File: config.mk
export PLATFORM = sky130hd
export DESIGN_NAME = network_node_address_select
export DESIGN_NICKNAME = d
export VERILOG_FILES = /design/src/node_select_pkg.sv /design/src/network_node_address_select.sv /design/src/ip_table_mem.sv
export SDC_FILE = /design/constraint.sdc
export NUM_CORES = 2
export LEC_CHECK = 0
export BUFFER_PORTS_ARGS = -buffer_cell sky130_fd_sc_hd__buf_2
export CAP_MARGIN = 20
export CORE_MARGIN = 4
export CORE_UTILIZATION = 54
export DETAILED_ROUTE_END_ITERATION = 6
export HOLD_SLACK_MARGIN = 0.06
export PLACE_DENSITY = 0.77
export SYNTH_ARGS = -nofsm -noshare
export SYNTH_HDL_FRONTEND = slang
export SYNTH_SLANG_ARGS = --single-unit
File: constraint.sdc
create_clock -name aclk -period 2.81 [get_ports aclk]
set_input_delay 0.562 -clock aclk [delete_from_list [all_inputs] [get_ports aclk]]
set_output_delay 0.562 -clock aclk [all_outputs]
set_load 0.05 [all_outputs]
File: src/node_select_pkg.sv
package node_select_pkg;

  // ****************************************
  // bus map
  // ****************************************
  localparam int           AXI_AW         = 8;
  localparam logic [7:0]   OFF_STATUS     = 8'h00;
  localparam logic [7:0]   OFF_OWNER_IP   = 8'h04;
  localparam logic [7:0]   OFF_OWNER_PORT = 8'h08;
  localparam logic [7:0]   OFF_IP_ADDR    = 8'h0c;
  localparam logic [7:0]   OFF_IP_MASK    = 8'h10;
  localparam logic [7:0]   OFF_TABLE_BASE = 8'h40;
  localparam logic [7:0]   TABLE_SEL_MASK = 8'hc3;
  localparam logic [1:0]   RESP_OKAY      = 2'h0;
  localparam logic [1:0]   RESP_SLVERR    = 2'h2;

  // status word fields
  localparam int ST_NODE_LSB   = 0;
  localparam int ST_NODE_OK    = 7;
  localparam int ST_RATE_LSB   = 8;
  localparam int ST_RATE_OK    = 12;
  localparam int ST_IP_LSB     = 13;
  localparam int ST_DHCP       = 17;
  localparam int ST_OWNER      = 18;
  localparam int ST_MDIX       = 19;
  localparam int ST_LINK       = 20;
  localparam int ST_RUN        = 21;

  // ****************************************
  // identity and addressing
  // ****************************************
  localparam logic [6:0]   NODE_ID_MIN     = 7'h01;
  localparam logic [6:0]   NODE_ID_MAX     = 7'h7f;
  localparam logic [3:0]   RATE_RESERVED   = 4'h8;
  localparam logic [3:0]   IP_POS_RECOVERY = 4'h0;
  localparam logic [3:0]   IP_POS_DHCP     = 4'hf;
  localparam logic [31:0]  RECOVERY_IP     = 32'h0a0a0a0a;
  localparam logic [31:0]  RECOVERY_MASK   = 32'hff000000;
  localparam logic [31:0]  TABLE_MASK      = 32'hffff0000;
  localparam logic [15:0]  UDP_CMD_PORT    = 16'h1e5f;
  localparam logic [15:0]  TCP_CMD_PORT    = 16'h1e60;

  // ****************************************
  // timing
  // ****************************************
  localparam int           CLK_MHZ        = 100;
  localparam int           CLK_HZ         = CLK_MHZ * 1000000;
  localparam logic [3:0]   SETTLE_CYCLES  = 4'h8;
  localparam int           MDIX_DWELL_US  = 100;
  localparam int           MDIX_DWELL_DEF = MDIX_DWELL_US * CLK_MHZ;
  localparam logic [13:0]  CAN_CYC_1M     = 14'(CLK_HZ / 1000000);
  localparam logic [13:0]  CAN_CYC_800K   = 14'(CLK_HZ / 800000);
  localparam logic [13:0]  CAN_CYC_500K   = 14'(CLK_HZ / 500000);
  localparam logic [13:0]  CAN_CYC_250K   = 14'(CLK_HZ / 250000);
  localparam logic [13:0]  CAN_CYC_125K   = 14'(CLK_HZ / 125000);
  localparam logic [13:0]  CAN_CYC_50K    = 14'(CLK_HZ / 50000);
  localparam logic [13:0]  CAN_CYC_20K    = 14'(CLK_HZ / 20000);
  localparam logic [13:0]  CAN_CYC_12K5   = 14'(CLK_HZ / 12500);

  function automatic logic [13:0] can_cycles(input logic [3:0] sel);
    case (sel)
      4'h0:    can_cycles = CAN_CYC_1M;
      4'h1:    can_cycles = CAN_CYC_800K;
      4'h2:    can_cycles = CAN_CYC_500K;
      4'h3:    can_cycles = CAN_CYC_250K;
      4'h4:    can_cycles = CAN_CYC_125K;
      4'h5:    can_cycles = CAN_CYC_50K;
      4'h6:    can_cycles = CAN_CYC_20K;
      4'h7:    can_cycles = CAN_CYC_12K5;
      default: can_cycles = 14'h0000;
    endcase
  endfunction : can_cycles

endpackage : node_select_pkg

File: src/network_node_address_select.sv
// The register offsets and register access over AXI4-Lite are this design's own decisions.
`timescale 1ns/100ps
`default_nettype none

// How it works
// node ids one to 127 only are valid
// node id zero never goes online
// node id is stored high three, switch low four
// changes take effect only after power cycle
// rate positions 0-7 decoded, 8 and 9 reserved
// integrator keeps node ids unique on a network
// ip position zero gives 10.10.10.10 / 255.0.0.0
// positions 1 to E read the stored table
// table addresses use 255.255.0.0 mask
// position F requests address from dhcp
// commands on udp 7775 and tcp 7776
// udp and tcp handled the same way
// first command records owner ip and port
// other ips dropped once owner recorded
// owner lock cleared only by power-down
// auto crossover on direct cable
// switches sampled once after power-up
module network_node_address_select
  import node_select_pkg::*;
#(
  parameter int MDIX_DWELL_CYCLES = MDIX_DWELL_DEF
) (
  // clock and power-up reset
  input  wire logic              aclk,
  input  wire logic              aresetn,
  // axi4-lite slave
  input  wire logic [AXI_AW-1:0] awaddr,
  input  wire logic [2:0]        awprot,
  input  wire logic              awvalid,
  output var  logic              awready,
  input  wire logic [31:0]       wdata,
  input  wire logic [3:0]        wstrb,
  input  wire logic              wvalid,
  output var  logic              wready,
  output var  logic [1:0]        bresp,
  output var  logic              bvalid,
  input  wire logic              bready,
  input  wire logic [AXI_AW-1:0] araddr,
  input  wire logic [2:0]        arprot,
  input  wire logic              arvalid,
  output var  logic              arready,
  output var  logic [31:0]       rdata,
  output var  logic [1:0]        rresp,
  output var  logic              rvalid,
  input  wire logic              rready,
  // rotary switch pins and stored high node bits
  input  wire logic [3:0]        node_address_switch,
  input  wire logic [3:0]        bit_rate_switch,
  input  wire logic [3:0]        ip_address_switch,
  input  wire logic [2:0]        stored_node_high,
  // can identity
  output var  logic [6:0]        node_id,
  output var  logic              node_online,
  output var  logic              bit_rate_valid,
  output var  logic [13:0]       can_bit_cycles,
  // ip configuration and dhcp client
  output var  logic [31:0]       ip_addr,
  output var  logic [31:0]       ip_mask,
  output var  logic              ip_config_valid,
  output var  logic              dhcp_request,
  input  wire logic              dhcp_offer_valid,
  input  wire logic [31:0]       dhcp_offer_ip,
  input  wire logic [31:0]       dhcp_offer_mask,
  // command packet filter
  input  wire logic              rx_valid,
  input  wire logic              rx_tcp,
  input  wire logic [31:0]       rx_src_ip,
  input  wire logic [15:0]       rx_src_port,
  input  wire logic [15:0]       rx_dst_port,
  output var  logic              cmd_valid,
  output var  logic              cmd_tcp,
  output var  logic              cmd_drop,
  output var  logic              owner_valid,
  output var  logic [31:0]       resp_ip,
  output var  logic [15:0]       resp_port,
  // phy pairing
  input  wire logic              phy_link_ok,
  output var  logic              mdix_swap,
  output var  logic              link_up
);

  localparam int DW = $clog2(MDIX_DWELL_CYCLES + 1);

  typedef enum logic {boot_settle, boot_run} boot_t;
  typedef enum logic [1:0] {mdi_hunt, mdix_hunt, phy_linked} phy_t;

  // ****************************************
  // pin synchronisers
  // ****************************************
  logic [3:0] node_sw_m, node_sw_s, rate_sw_m, rate_sw_s, ip_sw_m, ip_sw_s;
  logic       link_m, link_s;

  always_ff @(posedge aclk) begin
    if (!aresetn) begin
      node_sw_m <= 4'h0;
      node_sw_s <= 4'h0;
      rate_sw_m <= 4'h0;
      rate_sw_s <= 4'h0;
      ip_sw_m   <= 4'h0;
      ip_sw_s   <= 4'h0;
      link_m    <= 1'b0;
      link_s    <= 1'b0;
    end else begin
      node_sw_m <= node_address_switch;
      node_sw_s <= node_sw_m;
      rate_sw_m <= bit_rate_switch;
      rate_sw_s <= rate_sw_m;
      ip_sw_m   <= ip_address_switch;
      ip_sw_s   <= ip_sw_m;
      link_m    <= phy_link_ok;
      link_s    <= link_m;
    end
  end

  // ****************************************
  // power-up sampling
  // ****************************************
  boot_t      boot;
  logic [3:0] settle_cnt;
  logic       latch_now;
  logic       running;
  logic       run_d;
  logic [3:0] rate_sel;
  logic [3:0] ip_pos;

  assign latch_now = (boot == boot_settle) && (settle_cnt == SETTLE_CYCLES - 4'h1);
  assign running   = (boot == boot_run);

  // settle lets the synchronisers fill before the one and only sample
  always_ff @(posedge aclk) begin
    if (!aresetn) begin
      boot       <= boot_settle;
      settle_cnt <= 4'h0;
      run_d      <= 1'b0;
    end else begin
      run_d <= running;
      case (boot)
        boot_settle: begin
          if (latch_now) begin
            boot <= boot_run;
          end else begin
            settle_cnt <= settle_cnt + 4'h1;
          end
        end
        default: boot <= boot_run;
      endcase
    end
  end

  // later switch or stored changes are ignored until the next reset
  always_ff @(posedge aclk) begin
    if (!aresetn) begin
      node_id  <= 7'h00;
      rate_sel <= 4'h0;
      ip_pos   <= 4'h0;
    end else if (latch_now) begin
      node_id  <= {stored_node_high, node_sw_s};
      rate_sel <= rate_sw_s;
      ip_pos   <= ip_sw_s;
    end
  end

  // ****************************************
  // can identity
  // ****************************************
  always_ff @(posedge aclk) begin
    if (!aresetn) begin
      node_online    <= 1'b0;
      bit_rate_valid <= 1'b0;
      can_bit_cycles <= 14'h0000;
    end else begin
      node_online    <= running && node_id >= NODE_ID_MIN && node_id <= NODE_ID_MAX;
      bit_rate_valid <= running && rate_sel < RATE_RESERVED;
      can_bit_cycles <= running ? can_cycles(rate_sel) : 14'h0000;
    end
  end

  // ****************************************
  // ip selection
  // ****************************************
  logic        we;
  logic        re_a;
  logic [31:0] tbl_bus_q, tbl_sel_q;
  logic [7:0]  aw_addr_q, ar_addr_q;
  logic [31:0] wdata_q;
  logic [3:0]  wstrb_q;

  ip_table_mem #(.DATA_W(32), .ADDR_W(4)) u_table (
    .clk     (aclk),
    .rst_n   (aresetn),
    .we      (we),
    .waddr   (aw_addr_q[5:2]),
    .wdata   (wdata_q),
    .wstrb   (wstrb_q),
    .re_a    (re_a),
    .raddr_a (araddr[5:2]),
    .rdata_a (tbl_bus_q),
    .raddr_b (ip_pos),
    .rdata_b (tbl_sel_q)
  );

  // run_d waits one cycle so the table port has read the latched position
  always_ff @(posedge aclk) begin
    if (!aresetn) begin
      ip_addr         <= 32'h00000000;
      ip_mask         <= 32'h00000000;
      ip_config_valid <= 1'b0;
      dhcp_request    <= 1'b0;
    end else if (run_d) begin
      if (ip_pos == IP_POS_RECOVERY) begin
        ip_addr         <= RECOVERY_IP;
        ip_mask         <= RECOVERY_MASK;
        ip_config_valid <= 1'b1;
      end else if (ip_pos == IP_POS_DHCP) begin
        if (dhcp_request && dhcp_offer_valid) begin
          ip_addr         <= dhcp_offer_ip;
          ip_mask         <= dhcp_offer_mask;
          ip_config_valid <= 1'b1;
          dhcp_request    <= 1'b0;
        end else if (!ip_config_valid) begin
          dhcp_request <= 1'b1;
        end
      end else begin
        ip_addr         <= tbl_sel_q;
        ip_mask         <= TABLE_MASK;
        ip_config_valid <= 1'b1;
      end
    end
  end

  // ****************************************
  // command owner filter
  // ****************************************
  logic is_cmd;

  assign is_cmd = rx_tcp ? (rx_dst_port == TCP_CMD_PORT) : (rx_dst_port == UDP_CMD_PORT);

  // no write path reaches owner_valid: only the power-up reset clears it
  always_ff @(posedge aclk) begin
    if (!aresetn) begin
      owner_valid <= 1'b0;
      resp_ip     <= 32'h00000000;
      resp_port   <= 16'h0000;
      cmd_valid   <= 1'b0;
      cmd_drop    <= 1'b0;
      cmd_tcp     <= 1'b0;
    end else begin
      cmd_valid <= 1'b0;
      cmd_drop  <= 1'b0;
      if (rx_valid && is_cmd && ip_config_valid) begin
        cmd_tcp <= rx_tcp;
        if (!owner_valid) begin
          owner_valid <= 1'b1;
          resp_ip     <= rx_src_ip;
          resp_port   <= rx_src_port;
          cmd_valid   <= 1'b1;
        end else if (rx_src_ip == resp_ip) begin
          cmd_valid <= 1'b1;
        end else begin
          cmd_drop <= 1'b1;
        end
      end
    end
  end

  // ****************************************
  // auto crossover
  // ****************************************
  phy_t          phy_state;
  logic [DW-1:0] dwell_cnt;
  logic          dwell_end;

  assign dwell_end = (dwell_cnt == DW'(MDIX_DWELL_CYCLES - 1));

  always_ff @(posedge aclk) begin
    if (!aresetn) begin
      phy_state <= mdi_hunt;
      dwell_cnt <= '0;
      mdix_swap <= 1'b0;
      link_up   <= 1'b0;
    end else begin
      case (phy_state)
        phy_linked: begin
          if (!link_s) begin
            link_up   <= 1'b0;
            phy_state <= mdix_swap ? mdix_hunt : mdi_hunt;
          end
        end
        default: begin
          if (link_s) begin
            link_up   <= 1'b1;
            dwell_cnt <= '0;
            phy_state <= phy_linked;
          end else if (dwell_end) begin
            dwell_cnt <= '0;
            mdix_swap <= ~mdix_swap;
            phy_state <= (phy_state == mdi_hunt) ? mdix_hunt : mdi_hunt;
          end else begin
            dwell_cnt <= dwell_cnt + DW'(1);
          end
        end
      endcase
    end
  end

  // ****************************************
  // axi4-lite slave
  // ****************************************
  function automatic logic table_hit(input logic [7:0] a);
    table_hit = ((a & TABLE_SEL_MASK) == OFF_TABLE_BASE)
             && (a[5:2] != IP_POS_RECOVERY) && (a[5:2] != IP_POS_DHCP);
  endfunction : table_hit

  logic aw_hold, w_hold, wr_fire, rd_wait;

  assign wr_fire = aw_hold && w_hold && !bvalid;
  assign we      = wr_fire && table_hit(aw_addr_q);
  assign re_a    = arvalid && arready;

  always_ff @(posedge aclk) begin
    if (!aresetn) begin
      awready   <= 1'b0;
      aw_hold   <= 1'b0;
      aw_addr_q <= 8'h00;
    end else if (awvalid && awready) begin
      aw_addr_q <= awaddr;
      aw_hold   <= 1'b1;
      awready   <= 1'b0;
    end else if (wr_fire) begin
      aw_hold <= 1'b0;
    end else if (!aw_hold) begin
      awready <= 1'b1;
    end
  end

  always_ff @(posedge aclk) begin
    if (!aresetn) begin
      wready  <= 1'b0;
      w_hold  <= 1'b0;
      wdata_q <= 32'h00000000;
      wstrb_q <= 4'h0;
    end else if (wvalid && wready) begin
      wdata_q <= wdata;
      wstrb_q <= wstrb;
      w_hold  <= 1'b1;
      wready  <= 1'b0;
    end else if (wr_fire) begin
      w_hold <= 1'b0;
    end else if (!w_hold) begin
      wready <= 1'b1;
    end
  end

  always_ff @(posedge aclk) begin
    if (!aresetn) begin
      bvalid <= 1'b0;
      bresp  <= RESP_OKAY;
    end else if (wr_fire) begin
      bvalid <= 1'b1;
      bresp  <= table_hit(aw_addr_q) ? RESP_OKAY : RESP_SLVERR;
    end else if (bready) begin
      bvalid <= 1'b0;
    end
  end

  logic [31:0] status_word;
  logic [31:0] rd_mux;
  logic        rd_err;

  always_comb begin
    status_word = 32'h00000000;
    status_word[ST_NODE_LSB +: 7] = node_id;
    status_word[ST_NODE_OK]       = node_online;
    status_word[ST_RATE_LSB +: 4] = rate_sel;
    status_word[ST_RATE_OK]       = bit_rate_valid;
    status_word[ST_IP_LSB +: 4]   = ip_pos;
    status_word[ST_DHCP]          = dhcp_request;
    status_word[ST_OWNER]         = owner_valid;
    status_word[ST_MDIX]          = mdix_swap;
    status_word[ST_LINK]          = link_up;
    status_word[ST_RUN]           = running;
  end

  always_comb begin
    rd_err = 1'b0;
    rd_mux = 32'h00000000;
    if (ar_addr_q == OFF_STATUS) begin
      rd_mux = status_word;
    end else if (ar_addr_q == OFF_OWNER_IP) begin
      rd_mux = resp_ip;
    end else if (ar_addr_q == OFF_OWNER_PORT) begin
      rd_mux = {16'h0000, resp_port};
    end else if (ar_addr_q == OFF_IP_ADDR) begin
      rd_mux = ip_addr;
    end else if (ar_addr_q == OFF_IP_MASK) begin
      rd_mux = ip_mask;
    end else if (table_hit(ar_addr_q)) begin
      rd_mux = tbl_bus_q;
    end else begin
      rd_err = 1'b1;
    end
  end

  always_ff @(posedge aclk) begin
    if (!aresetn) begin
      arready   <= 1'b0;
      ar_addr_q <= 8'h00;
      rd_wait   <= 1'b0;
      rvalid    <= 1'b0;
      rdata     <= 32'h00000000;
      rresp     <= RESP_OKAY;
    end else if (arvalid && arready) begin
      ar_addr_q <= araddr;
      arready   <= 1'b0;
      rd_wait   <= 1'b1;
    end else if (rd_wait) begin
      rd_wait <= 1'b0;
      rvalid  <= 1'b1;
      rdata   <= rd_mux;
      rresp   <= rd_err ? RESP_SLVERR : RESP_OKAY;
    end else if (rvalid) begin
      if (rready) begin
        rvalid  <= 1'b0;
        arready <= 1'b1;
      end
    end else begin
      arready <= 1'b1;
    end
  end
endmodule : network_node_address_select

`default_nettype wire

File: src/ip_table_mem.sv
`timescale 1ns/100ps
`default_nettype none

module ip_table_mem #(
  parameter int DATA_W = 32,
  parameter int ADDR_W = 4
) (
  // clock and reset
  input  wire logic                clk,
  input  wire logic                rst_n,
  // write port with byte lanes
  input  wire logic                we,
  input  wire logic [ADDR_W-1:0]   waddr,
  input  wire logic [DATA_W-1:0]   wdata,
  input  wire logic [DATA_W/8-1:0] wstrb,
  // bus read port, enabled
  input  wire logic                re_a,
  input  wire logic [ADDR_W-1:0]   raddr_a,
  output var  logic [DATA_W-1:0]   rdata_a,
  // selector read port, every cycle
  input  wire logic [ADDR_W-1:0]   raddr_b,
  output var  logic [DATA_W-1:0]   rdata_b
);

  logic [DATA_W-1:0] mem [2**ADDR_W];

  // small table, so a reset clear is cheap and avoids unknown addresses
  always_ff @(posedge clk) begin
    if (!rst_n) begin
      for (int i = 0; i < 2**ADDR_W; i++) begin
        mem[i] <= '0;
      end
    end else if (we) begin
      for (int b = 0; b < DATA_W/8; b++) begin
        if (wstrb[b]) begin
          mem[waddr][b*8 +: 8] <= wdata[b*8 +: 8];
        end
      end
    end
  end

  always_ff @(posedge clk) begin
    if (!rst_n) begin
      rdata_a <= '0;
      rdata_b <= '0;
    end else begin
      if (re_a) begin
        rdata_a <= mem[raddr_a];
      end
      rdata_b <= mem[raddr_b];
    end
  end

endmodule : ip_table_mem

`default_nettype wire

==> impl_metrics.env <==
export IMPL_status="completed"
export IMPL_drive_above_1_share=0.2550
export IMPL_netlist_area_mm2=0.04072
export IMPL_crit_type="reg2reg"
export IMPL_r2r_cells=6
export IMPL_clock_path_buffers=3
export IMPL_ir_drop_mv=0.4374
export IMPL_endpoint="u_table.mem[14][27]"
export IMPL_ys_seq_area_frac=0.5521
export IMPL_path_buf_inv=2
export IMPL_setup_viol=0
export IMPL_crit_path_start="aw_addr_q[7]"
export IMPL_num_vias=30670
export IMPL_path_depth=6
export IMPL_postRouteAntennaNets=0
export IMPL_cts_htree_levels=3
export IMPL_place_congestion=0.9702
export IMPL_hold_buffers=0
export IMPL_drt_wl_total_mm=129.6
export IMPL_tns_ns=0
export IMPL_synthFlopType="edfxtp_1"
export IMPL_port_buffers=385
export IMPL_cp_start_kind="register"
export IMPL_area_growth_pct=17.13
export IMPL_synth_edf_count=512
export IMPL_fin_nets=4018
export IMPL_clock_root_buffer="clkbuf_16"
export IMPL_layout_min_cycle_time_ns=2.499
export IMPL_cts_resized=0
export IMPL_crit_arrival_ns=2.84
export IMPL_max_cap_violations=0
export IMPL_path_cells="or4b_4, a211oi_4, nand4_2, buf_12, o21ai_0, buf_4"
export IMPL_cpMaxStageDelayCell="or4b_4"
export IMPL_fmax_ghz=0.4002
export IMPL_drc_errors=0
export IMPL_max_stage_delay_ns=0.56
export IMPL_numCtsBuffers=89
export IMPL_layout_common_cells="edfxtp_1, and2_1, buf_2, nand2_1, dfxtp_1"
export IMPL_initial_utilization=0.5460
export IMPL_fin_area_mm2=0.04769
export IMPL_hold_viol_final=0
export IMPL_post_cts_buffers=0
export IMPL_end_kind="register"
export IMPL_powerDensity_mw_per_mm2=600.9
export IMPL_clkLatencyLatePin_ns=0.65
export IMPL_synth_cell_types=63
export IMPL_wl_per_cell_um=26.74
export IMPL_synth_seq_cells=867
export IMPL_hold_path_class="in2reg"
export IMPL_fin_worst_skew_ns=0.03842
export IMPL_grt_pass1_wl_mm=189.4
export IMPL_rr_endpoint="u_table.mem[14][27]"
export IMPL_synthCells=3355
export IMPL_coreArea_mm2=0.07457
export IMPL_reg2reg_from="aw_addr_q[7]"
export IMPL_synth_top_area_share=0.3776
export IMPL_crit_required_ns=3.15
export IMPL_cts_tree="yes"
export IMPL_crit_family="simple AND/OR/NAND/NOR gates"
export IMPL_power_leakage_nw=17.86
export IMPL_drt_iter0_markers=3815
export IMPL_worst_slew_pin_slew_ns=1.217
export IMPL_dp_hpwl_mm=89.86
export IMPL_grt_max_degree=73
export IMPL_worst_path_max_fanout=28
export IMPL_pin_count=396
export IMPL_synth_warnings=0
export IMPL_ff2ff_setup_slack_ns=0.31
export IMPL_clkSlewWorstSetupHoldPaths_ns=0.06
export IMPL_fp_dieW_um=282.6
export IMPL_die_y_um=282.6
export IMPL_final_common_cell="edfxtp_1"
export IMPL_track_usage=0.3197
export IMPL_final_fill_count=5570
export IMPL_dieArea_mm2=0.07986
export IMPL_yosysTopAreaCell="edfxtp_1"
export IMPL_synthArstFlopShare=0
export IMPL_rsz0062_at_grt="no"
export IMPL_grt_antenna_before_repair=15
export IMPL_syn_avg_cell_area_um2=12.14
export IMPL_post_route_period_util=0.8893
export IMPL_maxSlewViolCount=0
export IMPL_placed_area_mm2=0.04466
export IMPL_synth_area_leaders="edfxtp_1, dfxtp_1, mux4_2"
export IMPL_drtPass1Iterations=6
export IMPL_globalRoute_totalOverflow=0
export IMPL_via_per_inst=6.325
export IMPL_grt_pass1_vias=29170
export IMPL_cts_sinks=867
export IMPL_placementRows=100
export IMPL_slew_headroom=0.1889
-- stage by stage --
| step | utilization | cells | total power, mW | setup WS [ns] | hold slack [ns] |
|---|---|---|---|---|---|
| global placement | 0.5989 | 4675 | 16.47 | 0.3779 | 0.4139 |
| finish | 0.6395 | 4849 | 28.66 | 0.3112 | 0.1124 |
| CTS | 0.6392 | 4839 | 28.62 | 0.3054 | 0.08791 |
| floorplan | - | 3422 | 15.61 | 0.1678 | 0.4119 |
| detailed placement | 0.5989 | 4675 | 16.53 | 0.3262 | 0.4169 |
| global route | 0.6394 | 4846 | 29.40 | 0.1251 | 0.1166 |
-- final cells by class --
cell class,count,area [um^2],share of cell area
Antenna cell,10,25.02,0.0005247
Clock inverter,57,660.6,0.01385
Sequential cell,867,22490,0.4715
Timing Repair Buffer,549,3488,0.07314
Clock buffer,107,2346,0.04919
Tap cell,969,1212,0.02542
Inverter,22,90.09,0.001889
Multi-Input combinational cell,2268,17380,0.3644
-- metal layers --
metal  track usage  part of all wire
met3       0.08939              0.13
met4        0.1681             0.057
met5             0           0.00053
met1        0.4145              0.36
met2        0.4957              0.46
-- sequential cells by signal, summed over array words and instances (netlist names), 7 cells and up --
signal / flops
u_table.mem: 512
ip_addr: 32
ip_mask: 32
rdata: 32
resp_ip: 32
u_table.rdata_a: 32
u_table.rdata_b: 32
wdata_q: 32
resp_port: 16
dwell_cnt: 14
can_bit_cycles: 12
ar_addr_q: 8
aw_addr_q: 8
node_id: 7
-- Yosys cell counts (all sizes together) (12+ instances only) --
master and number:
edfxtp 512, and2 484, nand2 358, dfxtp 355, a21oi 290, mux4 256, clkbuf 204, nor2 195
o21ai 153, a22oi 94, mux2i 91, buf 61, nor3 40, xor2 38, o2bb2ai 26, inv 22
a221oi 18, a221o 14, nand3 12, nand4 12, nor4 12
-- logic make-up after synthesis --
group,share of synthesized area
AND/OR/NAND/NOR,0.1487
flip-flops,0.5521
buffers and inverters,0.02839
XOR/XNOR,0.01011
AO/OA/AOI/OAI,0.09384
multiplexers,0.1640
other,0.00009210
adder cells (fa/ha/maj),0.002766
-- report_power, final --
| group | internal, mW | switching [mW] |
|---|---|---|
| clock network | 7.18 | 5.13 |
| logic | 0.864 | 1.24 |
| registers | 13.9 | 0.373 |
| total | 21.9 | 6.74 |
-- worst min path at each step --
stage | startpoint | endpoint | slack (ns) | depth (start not counted)
final | ip_address_switch[2] | ip_sw_m[2] | 0.11 | 2
after global routing | bit_rate_switch[1] | rate_sw_m[1] | 0.12 | 2
after CTS | bit_rate_switch[1] | rate_sw_m[1] | 0.09 | 2
after detailed placement | ip_sw_m[0] | ip_sw_s[0] | 0.42 | 1
after global placement | ip_sw_s[0] | ip_pos[0] | 0.41 | 2
after floorplan | ip_sw_m[0] | ip_sw_s[0] | 0.41 | 1
(Power assumes the default switching activity.)
